==> src/logic/pcs_pkg.sv <==
// pcs_pkg: constants and types shared by the program counter sequencer files
package pcs_pkg;

  // ---------------------------------------------------------------
  // widths
  // ---------------------------------------------------------------
  localparam int PCS_PC_W     = 13;
  localparam int PCS_INSN_W   = 16;
  localparam int PCS_TGT_W    = 11;
  localparam int PCS_LOW_W    = 8;
  localparam int PCS_AXI_AW   = 8;
  localparam int PCS_ADDR_LSB = 2;

  // ---------------------------------------------------------------
  // register indices, byte address is four times the index
  // ---------------------------------------------------------------
  localparam logic [7:0] PCS_IDX_PC_LOW = 8'h02;
  localparam logic [7:0] PCS_IDX_PAGE   = 8'h0A;

  // ---------------------------------------------------------------
  // vectors and reset values
  // ---------------------------------------------------------------
  localparam logic [PCS_PC_W-1:0] PCS_RESET_VEC = 13'h0000;
  localparam logic [PCS_PC_W-1:0] PCS_IRQ_VEC   = 13'h0004;
  localparam logic [4:0]          PCS_PAGE_RST  = 5'h00;

  // ---------------------------------------------------------------
  // bus answers
  // ---------------------------------------------------------------
  localparam logic [1:0] PCS_RESP_OKAY   = 2'h0;
  localparam logic [1:0] PCS_RESP_SLVERR = 2'h2;

  // ---------------------------------------------------------------
  // fetch state
  // ---------------------------------------------------------------
  typedef enum logic [1:0] {
    PCS_ST_RUN   = 2'b01,
    PCS_ST_FLUSH = 2'b10
  } pcs_fetch_t;

endpackage

==> src/logic/pcs_seq_if.sv <==
// pcs_seq_if: bundle between the sequencer top and its next-address selector
`timescale 1ns/100ps
`default_nettype none

interface pcs_seq_if
  import pcs_pkg::*;
#(
  parameter int PC_W = PCS_PC_W
);
  logic [PC_W-1:0]      pc;
  pcs_fetch_t           st;
  logic                 irq;
  logic                 low_wr;
  logic [PCS_LOW_W-1:0] low_data;
  logic [PC_W-9:0]      page;
  logic                 jump;
  logic                 call;
  logic                 rtn;
  logic                 skip;
  logic [PCS_TGT_W-1:0] target;
  logic [PC_W-1:0]      rtn_addr;
  logic [PC_W-1:0]      pc_nxt;
  pcs_fetch_t           st_nxt;
  logic                 push;
  logic                 pop;
  logic                 irq_take;

  modport ctl (
    output pc, st, irq, low_wr, low_data, page, jump, call, rtn, skip, target, rtn_addr,
    input  pc_nxt, st_nxt, push, pop, irq_take
  );
  modport sel (
    input  pc, st, irq, low_wr, low_data, page, jump, call, rtn, skip, target, rtn_addr,
    output pc_nxt, st_nxt, push, pop, irq_take
  );
endinterface

`default_nettype wire

==> src/logic/pcs_top.sv <==
// pcs_top: program counter sequencer with fetch port, decoder port and register slave
//
// Behaviour
// RULE_01 - pc steps by one after each fetch
// RULE_02 - flow events load their own address
// RULE_03 - taken condition discards prefetch, one idle cycle
// RULE_04 - false condition continues without idle cycle
// RULE_05 - pc is 13 bits, low byte readable/writable
// RULE_06 - upper five pc bits not software accessible
// RULE_07 - addresses 8K words of 16 bits
// RULE_08 - low-byte write replaces pc bits 7..0
// RULE_09 - software loads page latch before short jump
// RULE_10 - interrupt pushes pc plus one, loads 0004
// RULE_11 - call pushes pc plus one, loads target
// RULE_12 - returns pop stack top into pc
// RULE_13 - page latch ignores sequential page crossing
// RULE_14 - software sets page latch for far targets
// RULE_15 - jump target: latch bits 12..11, field 10..0
// RULE_16 - low-byte write takes bits 12..8 from latch
// RULE_17 - reset clears pc to 0000
// RULE_18 - pc changing instructions take two cycles
//
// The implementer's own choice: the AXI4-Lite slave port.
`timescale 1ns/100ps
`default_nettype none

module pcs_top
  import pcs_pkg::*;
#(
  parameter int PC_W   = PCS_PC_W,
  parameter int INSN_W = PCS_INSN_W,
  parameter int AW     = PCS_AXI_AW
) (
  // clock and reset
  input  wire logic                 mclk,
  input  wire logic                 rst,
  // axi4-lite write address
  input  wire logic [AW-1:0]        s_axi_awaddr,
  input  wire logic                 s_axi_awvalid,
  output logic                      s_axi_awready,
  // axi4-lite write data
  input  wire logic [31:0]          s_axi_wdata,
  input  wire logic [3:0]           s_axi_wstrb,
  input  wire logic                 s_axi_wvalid,
  output logic                      s_axi_wready,
  // axi4-lite write response
  output logic [1:0]                s_axi_bresp,
  output logic                      s_axi_bvalid,
  input  wire logic                 s_axi_bready,
  // axi4-lite read
  input  wire logic [AW-1:0]        s_axi_araddr,
  input  wire logic                 s_axi_arvalid,
  output logic                      s_axi_arready,
  output logic [31:0]               s_axi_rdata,
  output logic [1:0]                s_axi_rresp,
  output logic                      s_axi_rvalid,
  input  wire logic                 s_axi_rready,
  // program flash fetch port
  output logic [PC_W-1:0]           flash_addr,
  input  wire logic [INSN_W-1:0]    flash_data,
  // instruction decoder
  output logic [INSN_W-1:0]         insn_word,
  output logic                      insn_valid,
  input  wire logic                 dec_jump,
  input  wire logic                 dec_call,
  input  wire logic                 dec_return,
  input  wire logic                 dec_skip,
  input  wire logic [PCS_TGT_W-1:0] dec_target,
  // interrupt entry
  input  wire logic                 irq_req,
  output logic                      irq_ack,
  // return stack
  output logic                      stk_push,
  output logic [PC_W-1:0]           stk_push_data,
  output logic                      stk_pop,
  input  wire logic [PC_W-1:0]      stk_pop_data
);

  // ---------------------------------------------------------------
  // parameter checks
  // ---------------------------------------------------------------
  generate
    if (PC_W < 12 || PC_W > 16 || INSN_W < 1 || AW < 4 || AW > 16) begin : g_bad  // [RULE_07]
      $error("pcs_top: unsupported parameter set");
    end
  endgenerate

  function automatic logic reg_hit(input logic [AW-1:0] a, input logic [7:0] idx);
    return a[AW-1:PCS_ADDR_LSB] == (AW-PCS_ADDR_LSB)'(idx);
  endfunction

  // ---------------------------------------------------------------
  // state
  // ---------------------------------------------------------------
  logic [PC_W-1:0]   pc_r;
  logic [PC_W-1:0]   pc_nxt;
  pcs_fetch_t        st_r;
  pcs_fetch_t        st_nxt;
  logic [INSN_W-1:0] insn_r;
  logic [PC_W-9:0]   page_r;
  logic [PC_W-9:0]   page_nxt;
  logic              aw_have_r;
  logic              aw_have_nxt;
  logic [AW-1:0]     aw_addr_r;
  logic [AW-1:0]     aw_addr_nxt;
  logic              w_have_r;
  logic              w_have_nxt;
  logic [31:0]       w_data_r;
  logic [31:0]       w_data_nxt;
  logic              w_strb0_r;
  logic              w_strb0_nxt;
  logic              bvalid_r;
  logic              bvalid_nxt;
  logic [1:0]        bresp_r;
  logic [1:0]        bresp_nxt;
  logic              rvalid_r;
  logic              rvalid_nxt;
  logic [31:0]       rdata_r;
  logic [31:0]       rdata_nxt;
  logic [1:0]        rresp_r;
  logic [1:0]        rresp_nxt;
  logic              dec_busy;
  logic              commit;
  logic              low_wr;

  pcs_seq_if #(.PC_W(PC_W)) sq ();

  // ---------------------------------------------------------------
  // next-address selector
  // ---------------------------------------------------------------
  pcs_next_addr #(.PC_W(PC_W)) u_next (
    .sq (sq.sel)
  );

  assign sq.pc       = pc_r;
  assign sq.st       = st_r;
  assign sq.irq      = irq_req;
  assign sq.low_wr   = low_wr;
  assign sq.low_data = w_data_r[PCS_LOW_W-1:0];
  assign sq.page     = page_r;
  assign sq.jump     = dec_jump;
  assign sq.call     = dec_call;
  assign sq.rtn      = dec_return;
  assign sq.skip     = dec_skip;
  assign sq.target   = dec_target;
  assign sq.rtn_addr = stk_pop_data;

  // ---------------------------------------------------------------
  // program counter and fetch state
  // ---------------------------------------------------------------
  assign insn_valid = (st_r == PCS_ST_RUN);
  assign dec_busy   = insn_valid && (dec_jump || dec_call || dec_return || dec_skip);

  always_comb begin
    pc_nxt = sq.pc_nxt;
    st_nxt = sq.st_nxt;
    if (rst) begin
      pc_nxt = PC_W'(PCS_RESET_VEC);                                  // [RULE_17]
      st_nxt = PCS_ST_FLUSH;
    end
  end

  always_ff @(posedge mclk) begin
    pc_r   <= pc_nxt;
    st_r   <= st_nxt;
    insn_r <= flash_data;
  end

  assign flash_addr    = pc_r;                                        // [RULE_05]
  assign insn_word     = insn_r;
  assign stk_push      = sq.push;
  assign stk_push_data = pc_r;                                        // [RULE_11] [RULE_10]
  assign stk_pop       = sq.pop;
  assign irq_ack       = sq.irq_take;

  // ---------------------------------------------------------------
  // axi write path, commit waits while the decoder moves the pc
  // ---------------------------------------------------------------
  assign s_axi_awready = !aw_have_r && !bvalid_r;
  assign s_axi_wready  = !w_have_r && !bvalid_r;
  assign commit        = aw_have_r && w_have_r && !bvalid_r && !dec_busy;
  assign low_wr        = commit && w_strb0_r && reg_hit(aw_addr_r, PCS_IDX_PC_LOW);  // [RULE_08]

  always_comb begin
    aw_have_nxt = aw_have_r;
    aw_addr_nxt = aw_addr_r;
    w_have_nxt  = w_have_r;
    w_data_nxt  = w_data_r;
    w_strb0_nxt = w_strb0_r;
    bvalid_nxt  = bvalid_r;
    bresp_nxt   = bresp_r;
    page_nxt    = page_r;                                             // [RULE_13]
    if (s_axi_awvalid && s_axi_awready) begin
      aw_have_nxt = 1'b1;
      aw_addr_nxt = s_axi_awaddr;
    end
    if (s_axi_wvalid && s_axi_wready) begin
      w_have_nxt  = 1'b1;
      w_data_nxt  = s_axi_wdata;
      w_strb0_nxt = s_axi_wstrb[0];
    end
    if (commit) begin
      aw_have_nxt = 1'b0;
      w_have_nxt  = 1'b0;
      bvalid_nxt  = 1'b1;
      bresp_nxt   = PCS_RESP_OKAY;
      if (reg_hit(aw_addr_r, PCS_IDX_PAGE)) begin
        if (w_strb0_r) begin
          page_nxt = w_data_r[PC_W-9:0];                              // [RULE_14]
        end
      end else if (!reg_hit(aw_addr_r, PCS_IDX_PC_LOW)) begin
        bresp_nxt = PCS_RESP_SLVERR;
      end
    end
    if (bvalid_r && s_axi_bready) begin
      bvalid_nxt = 1'b0;
    end
    if (rst) begin
      aw_have_nxt = 1'b0;
      w_have_nxt  = 1'b0;
      bvalid_nxt  = 1'b0;
      bresp_nxt   = PCS_RESP_OKAY;
      page_nxt    = (PC_W-8)'(PCS_PAGE_RST);
    end
  end

  always_ff @(posedge mclk) begin
    aw_have_r <= aw_have_nxt;
    aw_addr_r <= aw_addr_nxt;
    w_have_r  <= w_have_nxt;
    w_data_r  <= w_data_nxt;
    w_strb0_r <= w_strb0_nxt;
    bvalid_r  <= bvalid_nxt;
    bresp_r   <= bresp_nxt;
    page_r    <= page_nxt;
  end

  assign s_axi_bvalid = bvalid_r;
  assign s_axi_bresp  = bresp_r;

  // ---------------------------------------------------------------
  // axi read path
  // ---------------------------------------------------------------
  assign s_axi_arready = !rvalid_r;

  always_comb begin
    rvalid_nxt = rvalid_r;
    rdata_nxt  = rdata_r;
    rresp_nxt  = rresp_r;
    if (s_axi_arvalid && s_axi_arready) begin
      rvalid_nxt = 1'b1;
      rresp_nxt  = PCS_RESP_OKAY;
      rdata_nxt  = 32'h0000_0000;
      if (reg_hit(s_axi_araddr, PCS_IDX_PC_LOW)) begin
        rdata_nxt = 32'(pc_r[PCS_LOW_W-1:0]);                         // [RULE_05] [RULE_06]
      end else if (reg_hit(s_axi_araddr, PCS_IDX_PAGE)) begin
        rdata_nxt = 32'(page_r);
      end else begin
        rresp_nxt = PCS_RESP_SLVERR;
      end
    end else if (rvalid_r && s_axi_rready) begin
      rvalid_nxt = 1'b0;
    end
    if (rst) begin
      rvalid_nxt = 1'b0;
      rdata_nxt  = 32'h0000_0000;
      rresp_nxt  = PCS_RESP_OKAY;
    end
  end

  always_ff @(posedge mclk) begin
    rvalid_r <= rvalid_nxt;
    rdata_r  <= rdata_nxt;
    rresp_r  <= rresp_nxt;
  end

  assign s_axi_rvalid = rvalid_r;
  assign s_axi_rdata  = rdata_r;
  assign s_axi_rresp  = rresp_r;
endmodule

`default_nettype wire

==> src/logic/pcs_next_addr.sv <==
// pcs_next_addr: next program counter and fetch state selection
`timescale 1ns/100ps
`default_nettype none

module pcs_next_addr
  import pcs_pkg::*;
#(
  parameter int PC_W = PCS_PC_W
) (
  // sequencer bundle
  pcs_seq_if.sel sq
);

  logic dv;

  // ---------------------------------------------------------------
  // priority: decoder flow change, low-byte write, interrupt, step
  // ---------------------------------------------------------------
  always_comb begin
    unique case (sq.st)
      PCS_ST_RUN:   dv = 1'b1;
      PCS_ST_FLUSH: dv = 1'b0;
      default:      dv = 1'b0;
    endcase
    sq.pc_nxt   = sq.pc + PC_W'(1);                                   // [RULE_01]
    sq.st_nxt   = PCS_ST_RUN;                                         // [RULE_04]
    sq.push     = 1'b0;
    sq.pop      = 1'b0;
    sq.irq_take = 1'b0;
    if (dv && sq.rtn) begin
      sq.pc_nxt = sq.rtn_addr;                                        // [RULE_12] [RULE_02]
      sq.pop    = 1'b1;
      sq.st_nxt = PCS_ST_FLUSH;                                       // [RULE_18]
    end else if (dv && sq.call) begin
      sq.pc_nxt = {sq.page[PC_W-9:3], sq.target};                     // [RULE_11] [RULE_15] [RULE_14]
      sq.push   = 1'b1;
      sq.st_nxt = PCS_ST_FLUSH;
    end else if (dv && sq.jump) begin
      sq.pc_nxt = {sq.page[PC_W-9:3], sq.target};                     // [RULE_15] [RULE_02]
      sq.st_nxt = PCS_ST_FLUSH;
    end else if (dv && sq.skip) begin
      sq.st_nxt = PCS_ST_FLUSH;                                       // [RULE_03]
    end else if (sq.low_wr) begin
      sq.pc_nxt = {sq.page, sq.low_data};                             // [RULE_08] [RULE_16] [RULE_09]
      sq.st_nxt = PCS_ST_FLUSH;
    end else if (sq.irq) begin
      sq.pc_nxt   = PC_W'(PCS_IRQ_VEC);                               // [RULE_10]
      sq.push     = 1'b1;
      sq.irq_take = 1'b1;
      sq.st_nxt   = PCS_ST_FLUSH;
    end
  end

endmodule

`default_nettype wire

==> config.mk <==
export PLATFORM = sky130hd
export DESIGN_NAME = pcs_top
export DESIGN_NICKNAME = d
export VERILOG_FILES = /design/src/logic/pcs_pkg.sv /design/src/logic/pcs_seq_if.sv /design/src/logic/pcs_top.sv /design/src/logic/pcs_next_addr.sv
export SDC_FILE = /design/constraint.sdc
export NUM_CORES = 1
export LEC_CHECK = 0
export ABC_AREA = 1
export BUFFER_PORTS_ARGS = -buffer_cell sky130_fd_sc_hd__buf_2
export CAP_MARGIN = 0
export CORE_UTILIZATION = 40
export CTS_BUF_LIST = sky130_fd_sc_hd__clkbuf_4 sky130_fd_sc_hd__clkbuf_8
export CTS_CLUSTER_SIZE = 20
export DETAILED_ROUTE_END_ITERATION = 6
export GPL_ROUTABILITY_DRIVEN = 0
export PLACE_DENSITY = 0.82
export REMOVE_ABC_BUFFERS = 1
export SYNTH_ARGS = -nofsm -noshare
export SYNTH_HDL_FRONTEND = slang
export SYNTH_SLANG_ARGS = --single-unit
==> constraint.sdc <==
create_clock -name mclk -period 1.5 [get_ports mclk]
set_input_delay 0.075 -clock mclk [delete_from_list [all_inputs] [get_ports mclk]]
set_output_delay 0.075 -clock mclk [all_outputs]
set_load 0.1 [all_outputs]
# After elaboration in Yosys (flattened, before gate mapping)
# Index checks and enable logic that the tools add are counted.
# word_totals
register_bits	93
output_inout_bits	87
elab_cells	75
# op_classes
n_addsub	1
n_eq_ne	5
muxes	25
n_reduce_logical	30
# ops
operator	count
$mux 13	6
$logic_and 1x1->1	17
$add 13x1->13 const B	1
$eq 6x2->1 const B	2
$eq 6x4->1 const B	2
$mux 1	12
$mux 2	5
$mux 8	1
$reduce_or 6->1	1
$logic_not 1->1	5
$mux 5	1
$reduce_or 2->1	2
$logic_or 1x1->1	3
$reduce_and 3->1	1
$eq 2x1->1 const B	1
$reduce_bool 2->1	1

# Longest topological paths before layout
# depth
word_depth	13
depth_mapped	11

# By module
# From an unflattened synthesis, not the netlist that was laid out.
# unflattened
hier_cells	458
hier_area_um2	3394.5
# by_module_without_submodules
module	instances	cells_per_inst	area_per_inst_um2	seq_area_each_um2
pcs_top	1	258	2481.1	1451.4
pcs_next_addr	1	200	913.4	0.0

# Worst setup path after synthesis
# No wires, ideal clock.
# synth_path
path_type	register -> output
start	register bvalid_r (netlist: s_axi_bvalid)
end	output irq_ack
arrival_ns	4.241
required_time_ns	1.425
setup_slack_ns	-2.816
path_stages_with_launch	5
n_path_buf	0
path_cell_list	dfxtp_1 nor2_4 nand4_1 nand2_1 nor4_1
# synth_via
elab_chain_cells	10
# synth_lines
element	line_no	rtl
start: declaration	pcs_top.sv:112	logic bvalid_r;
start signal: assignment	pcs_top.sv:233	bvalid_r <= bvalid_nxt;
$logic_not 1->1	pcs_top.sv:181	assign commit = aw_have_r && w_have_r && !bvalid_r && !dec_busy;
$logic_and 1x1->1 (2 in series)	pcs_top.sv:181	
$logic_and 1x1->1 (2 in series)	pcs_top.sv:182	assign low_wr = commit && w_strb0_r && reg_hit(aw_addr_r, PCS_IDX_PC_LOW);
$mux 1	pcs_next_addr.sv:43	end else if (sq.low_wr) begin
$mux 1	pcs_next_addr.sv:41	end else if (dv && sq.skip) begin
$mux 1	pcs_next_addr.sv:38	end else if (dv && sq.jump) begin
$mux 1	pcs_next_addr.sv:34	end else if (dv && sq.call) begin
$mux 1	pcs_next_addr.sv:30	if (dv && sq.rtn) begin
end: declaration	pcs_top.sv:71	output logic irq_ack,
# Every way passes these cells.

# Worst setup path after layout
# layout_path
start	register aw_addr_r[2]
end	output stk_push
# layout_via
elab_chain_cells	7
# layout_lines
element	line_no	rtl
start: declaration	pcs_top.sv:104	logic [AW-1:0] aw_addr_r;
start signal: assignment	pcs_top.sv:229	aw_addr_r <= aw_addr_nxt;
$eq 6x2->1	pcs_top.sv:89	return a[AW-1:PCS_ADDR_LSB] == (AW-PCS_ADDR_LSB)'(idx);
$logic_and 1x1->1	pcs_top.sv:182	
$mux 1	pcs_next_addr.sv:43	
$mux 1	pcs_next_addr.sv:41	
$mux 1	pcs_next_addr.sv:38	
$mux 1	pcs_next_addr.sv:34	
$mux 1	pcs_next_addr.sv:30	
end: declaration	pcs_top.sv:73	output logic stk_push,
# Every way passes these cells.

==> impl_metrics.ini <==
[run_status]
status = finished, violations left
violations = negative setup slack

[yosys]
synth_top_area_share_pct = 32.3
ys_warn_count = 0
ys_seq_area_share_pct = 46.9
netlist_top_cells_area = dfxtp_1, edfxtp_1, buf_4
async_reset_ff_share_pct = 0
synth_area_leader_cell = dfxtp_1
synth-edff-count = 15
ys_seq_elements = 65
postSynthCellCount = 376
synth_cell_types = 36
syn_area_mm2 = 0.00309
ys.flop_type = dfxtp_1
syn_area_per_cell_um2 = 8.23

[power]
power.total_mw = 5.14
irDropWorstVdd_mv = 0.548
p_per_area_mw_per_mm2 = 1100
power_leakage_nw = 2.33

[placed_design]
portBuffers = 133
hpwl_um = 6170
placed_cells = 609
place_area_mm2 = 0.00388

[detailed_routing]
drt-pass1-iter-count = 5
routed_wl_um = 9290
vias = 3219
wl_per_cell_um = 14.0
viasPerCell = 4.83
drc = 0
antenna_left = 0
drt-initial-drc-count = 244

[timing]
final_max_slew_viol_count = 0
fin_tns_setup_ps = -1800
post-route-period-util_pct = 118
finalCriticalPeriod_ps = 1770
setup_viol = 20
clock.fmax_mhz = 563
grt_setup_unrepaired = true
finClkSkew_ps = 8.62
worst_slack_ps = -275
hold_viol_final = 0

[finish]
layout_common_cells = buf_2, nand2_1, dfxtp_1, inv_1, dlygate4sd3_1
fin_cells = 666
final_area_mm2 = 0.00466
antenna_cells = 0
final_common_cell = buf_2
layout-drive-gt1-share_pct = 40.6
fin_nets = 667
syn2layout_area_growth_pct = 50.6

[clock_network]
cts.sinks = 65
clockBufferDepth = 2
clkTransAtPathRegs_ps = 80
cts_tree = built
clock_latency_ps = 340
root_buffer = clkbuf_8
htreeDepth = 3
cts_made_buffers = 9

[die]
die_w_um = 90.0
die_y_um = 90.0
rows = 31
io_pins = 191
initial_utilization_pct = 42.0
fp.dieArea_mm2 = 0.00809
core_mm2 = 0.00737

[critical_path]
critPathMaxStageDelay_ps = 400
cp.required_ps = 1420
cp.arrival_ps = 1700
path_max_fanout = 3
crit_buf_inv = 1
path_cells = nor2_2 > nand2_1 > nor2_2 > nand4_1 > nand4_1 > a21oi_2 > buf_12
cp-end-kind = output pin
slowest_stage = edfxtp_1
critical_path_class = flip-flop to output pin
cp-start-kind = flip-flop
critPathTopFamily = simple AND/OR/NAND/NOR gates

[hold_path]
hp-class = input port to flip-flop

[grt]
grt_usage_pct = 22.1
antenna_found_initial = 0
grt_pass1_vias = 3089
grt_max_degree = 26
gr-total-overflow = 0
grt_pass1_wl_um = 14200

[flow_run]
max-cap-violations = 0
==> report_power, final <==
part	internal, mW	total [mW]	switching, mW	leakage, nW
sequential	1.90	1.95	0.0576	0.557
combinational	0.326	1.50	1.18	1.66
clock	0.997	1.68	0.685	0.117
==> logic make-up (layout without fill, tap and decap cells) <==
group                      count (synthesis)  after routing  share of synthesized area (%)
adders and majority gates                  1              1                          0.404
and+or+nand+nor                          149            150                           22.8
buffers and inverters                     93            258                           16.4
AOI/OAI and AO/OA                         57             57                           10.6
other                                      1             26                          0.121
DFF                                       65             65                           46.9
xor gates and xnor gates                  10             10                           2.83
==> worst register-to-register path: cells and delay by family (launching register included) <==
kind                   cells  cell delay (ps)
AOI/OAI and AO/OA          2              160
and+or+nand+nor            6              590
DFF                        1              400
buffers and inverters      4              420
==> per-stage QoR <==
stage,setup WS (ps),hold WS (ps),utilization (%)
6_report,-275,9.97,63.2
5_1_grt,-372,8.22,63.2
4_1_cts,-179,8.83,61.5
3_5_place_dp,-28.5,179,52.7
3_3_place_gp,23.7,177,52.7
2_1_floorplan,-3120,103,-
==> layer usage <==
metal | vias to the layer above | share of wire, % | global-route usage [%]
met4 | 0 | 3.8 | 12.8
met2 | 188 | 50 | 39.2
met3 | 40 | 7.6 | 6.43
met1 | 1477 | 38 | 23.4
met5 | - | 0 | 0
li1 | 1514 | - | -
==> repair_timing <==
| item | in CTS | in global routing |
|---|---|---|
| gates resized for setup | 18 | 28 |
| hold endpoints to repair | 35 | 0 |
| setup endpoints to repair | 12 | 22 |
| gates cloned | 1 | 0 |
| hold buffers | 33 | 0 |
| setup buffers | 7 | 4 |
| pin swaps | 19 | 12 |
==> worst paths after layout <==
kind,startpoint,endpoint,slack (ps),cells past startpoint
worst max register to register,aw_addr_r[2]$_DFFE_PP_,flash_addr[9]$_SDFF_PP0_,-140,12
worst max-delay path,aw_addr_r[2]$_DFFE_PP_,stk_push,-270,7
worst min-delay path,stk_pop_data[9],flash_addr[9]$_SDFF_PP0_,10,3
worst min register to register,s_axi_rdata[5]$_SDFFE_PP0P_,s_axi_rdata[5]$_SDFFE_PP0P_,460,2
==> final cells by class <==
cell class	count	area [um^2]
flip-flops and latches	65	1460
inverters	47	179
repair buffers	195	1320
clock buffers	11	145
multi-input cells	244	1360
clock inverters	5	78.8
well taps	99	124
fillers	562	2710
==> synthesized netlist by cell type, types with 2 or more instances <==
| cell type | n |
|---|---|
| nor2_1 | 31 |
| inv_1 | 45 |
| nand2_1 | 74 |
| o21ai_0 | 20 |
| dfxtp_1 | 50 |
| or2_2 | 4 |
| xor2_1 | 8 |
| a21oi_1 | 19 |
| nor3_1 | 4 |
| nor3b_1 | 2 |
| a21oi_2 | 5 |
| o221ai_1 | 5 |
| xnor2_1 | 2 |
| clkbuf_1 | 4 |
| nor2_4 | 3 |
| o21ai_1 | 5 |
| edfxtp_1 | 15 |
| buf_4 | 39 |
| nand2_4 | 2 |
| a31oi_1 | 2 |
| nand3_1 | 21 |
| nand4_1 | 2 |
==> state kept, by name, summed over array words and instances, names as in the netlist, 2 cells and up <==
name	count
s_axi_rdata	8
page_r	5
insn_word	16
flash_addr	13
aw_addr_r	6
sq.st	2
w_data_r	8
No activity file was read; power rests on OpenSTA's default activity.
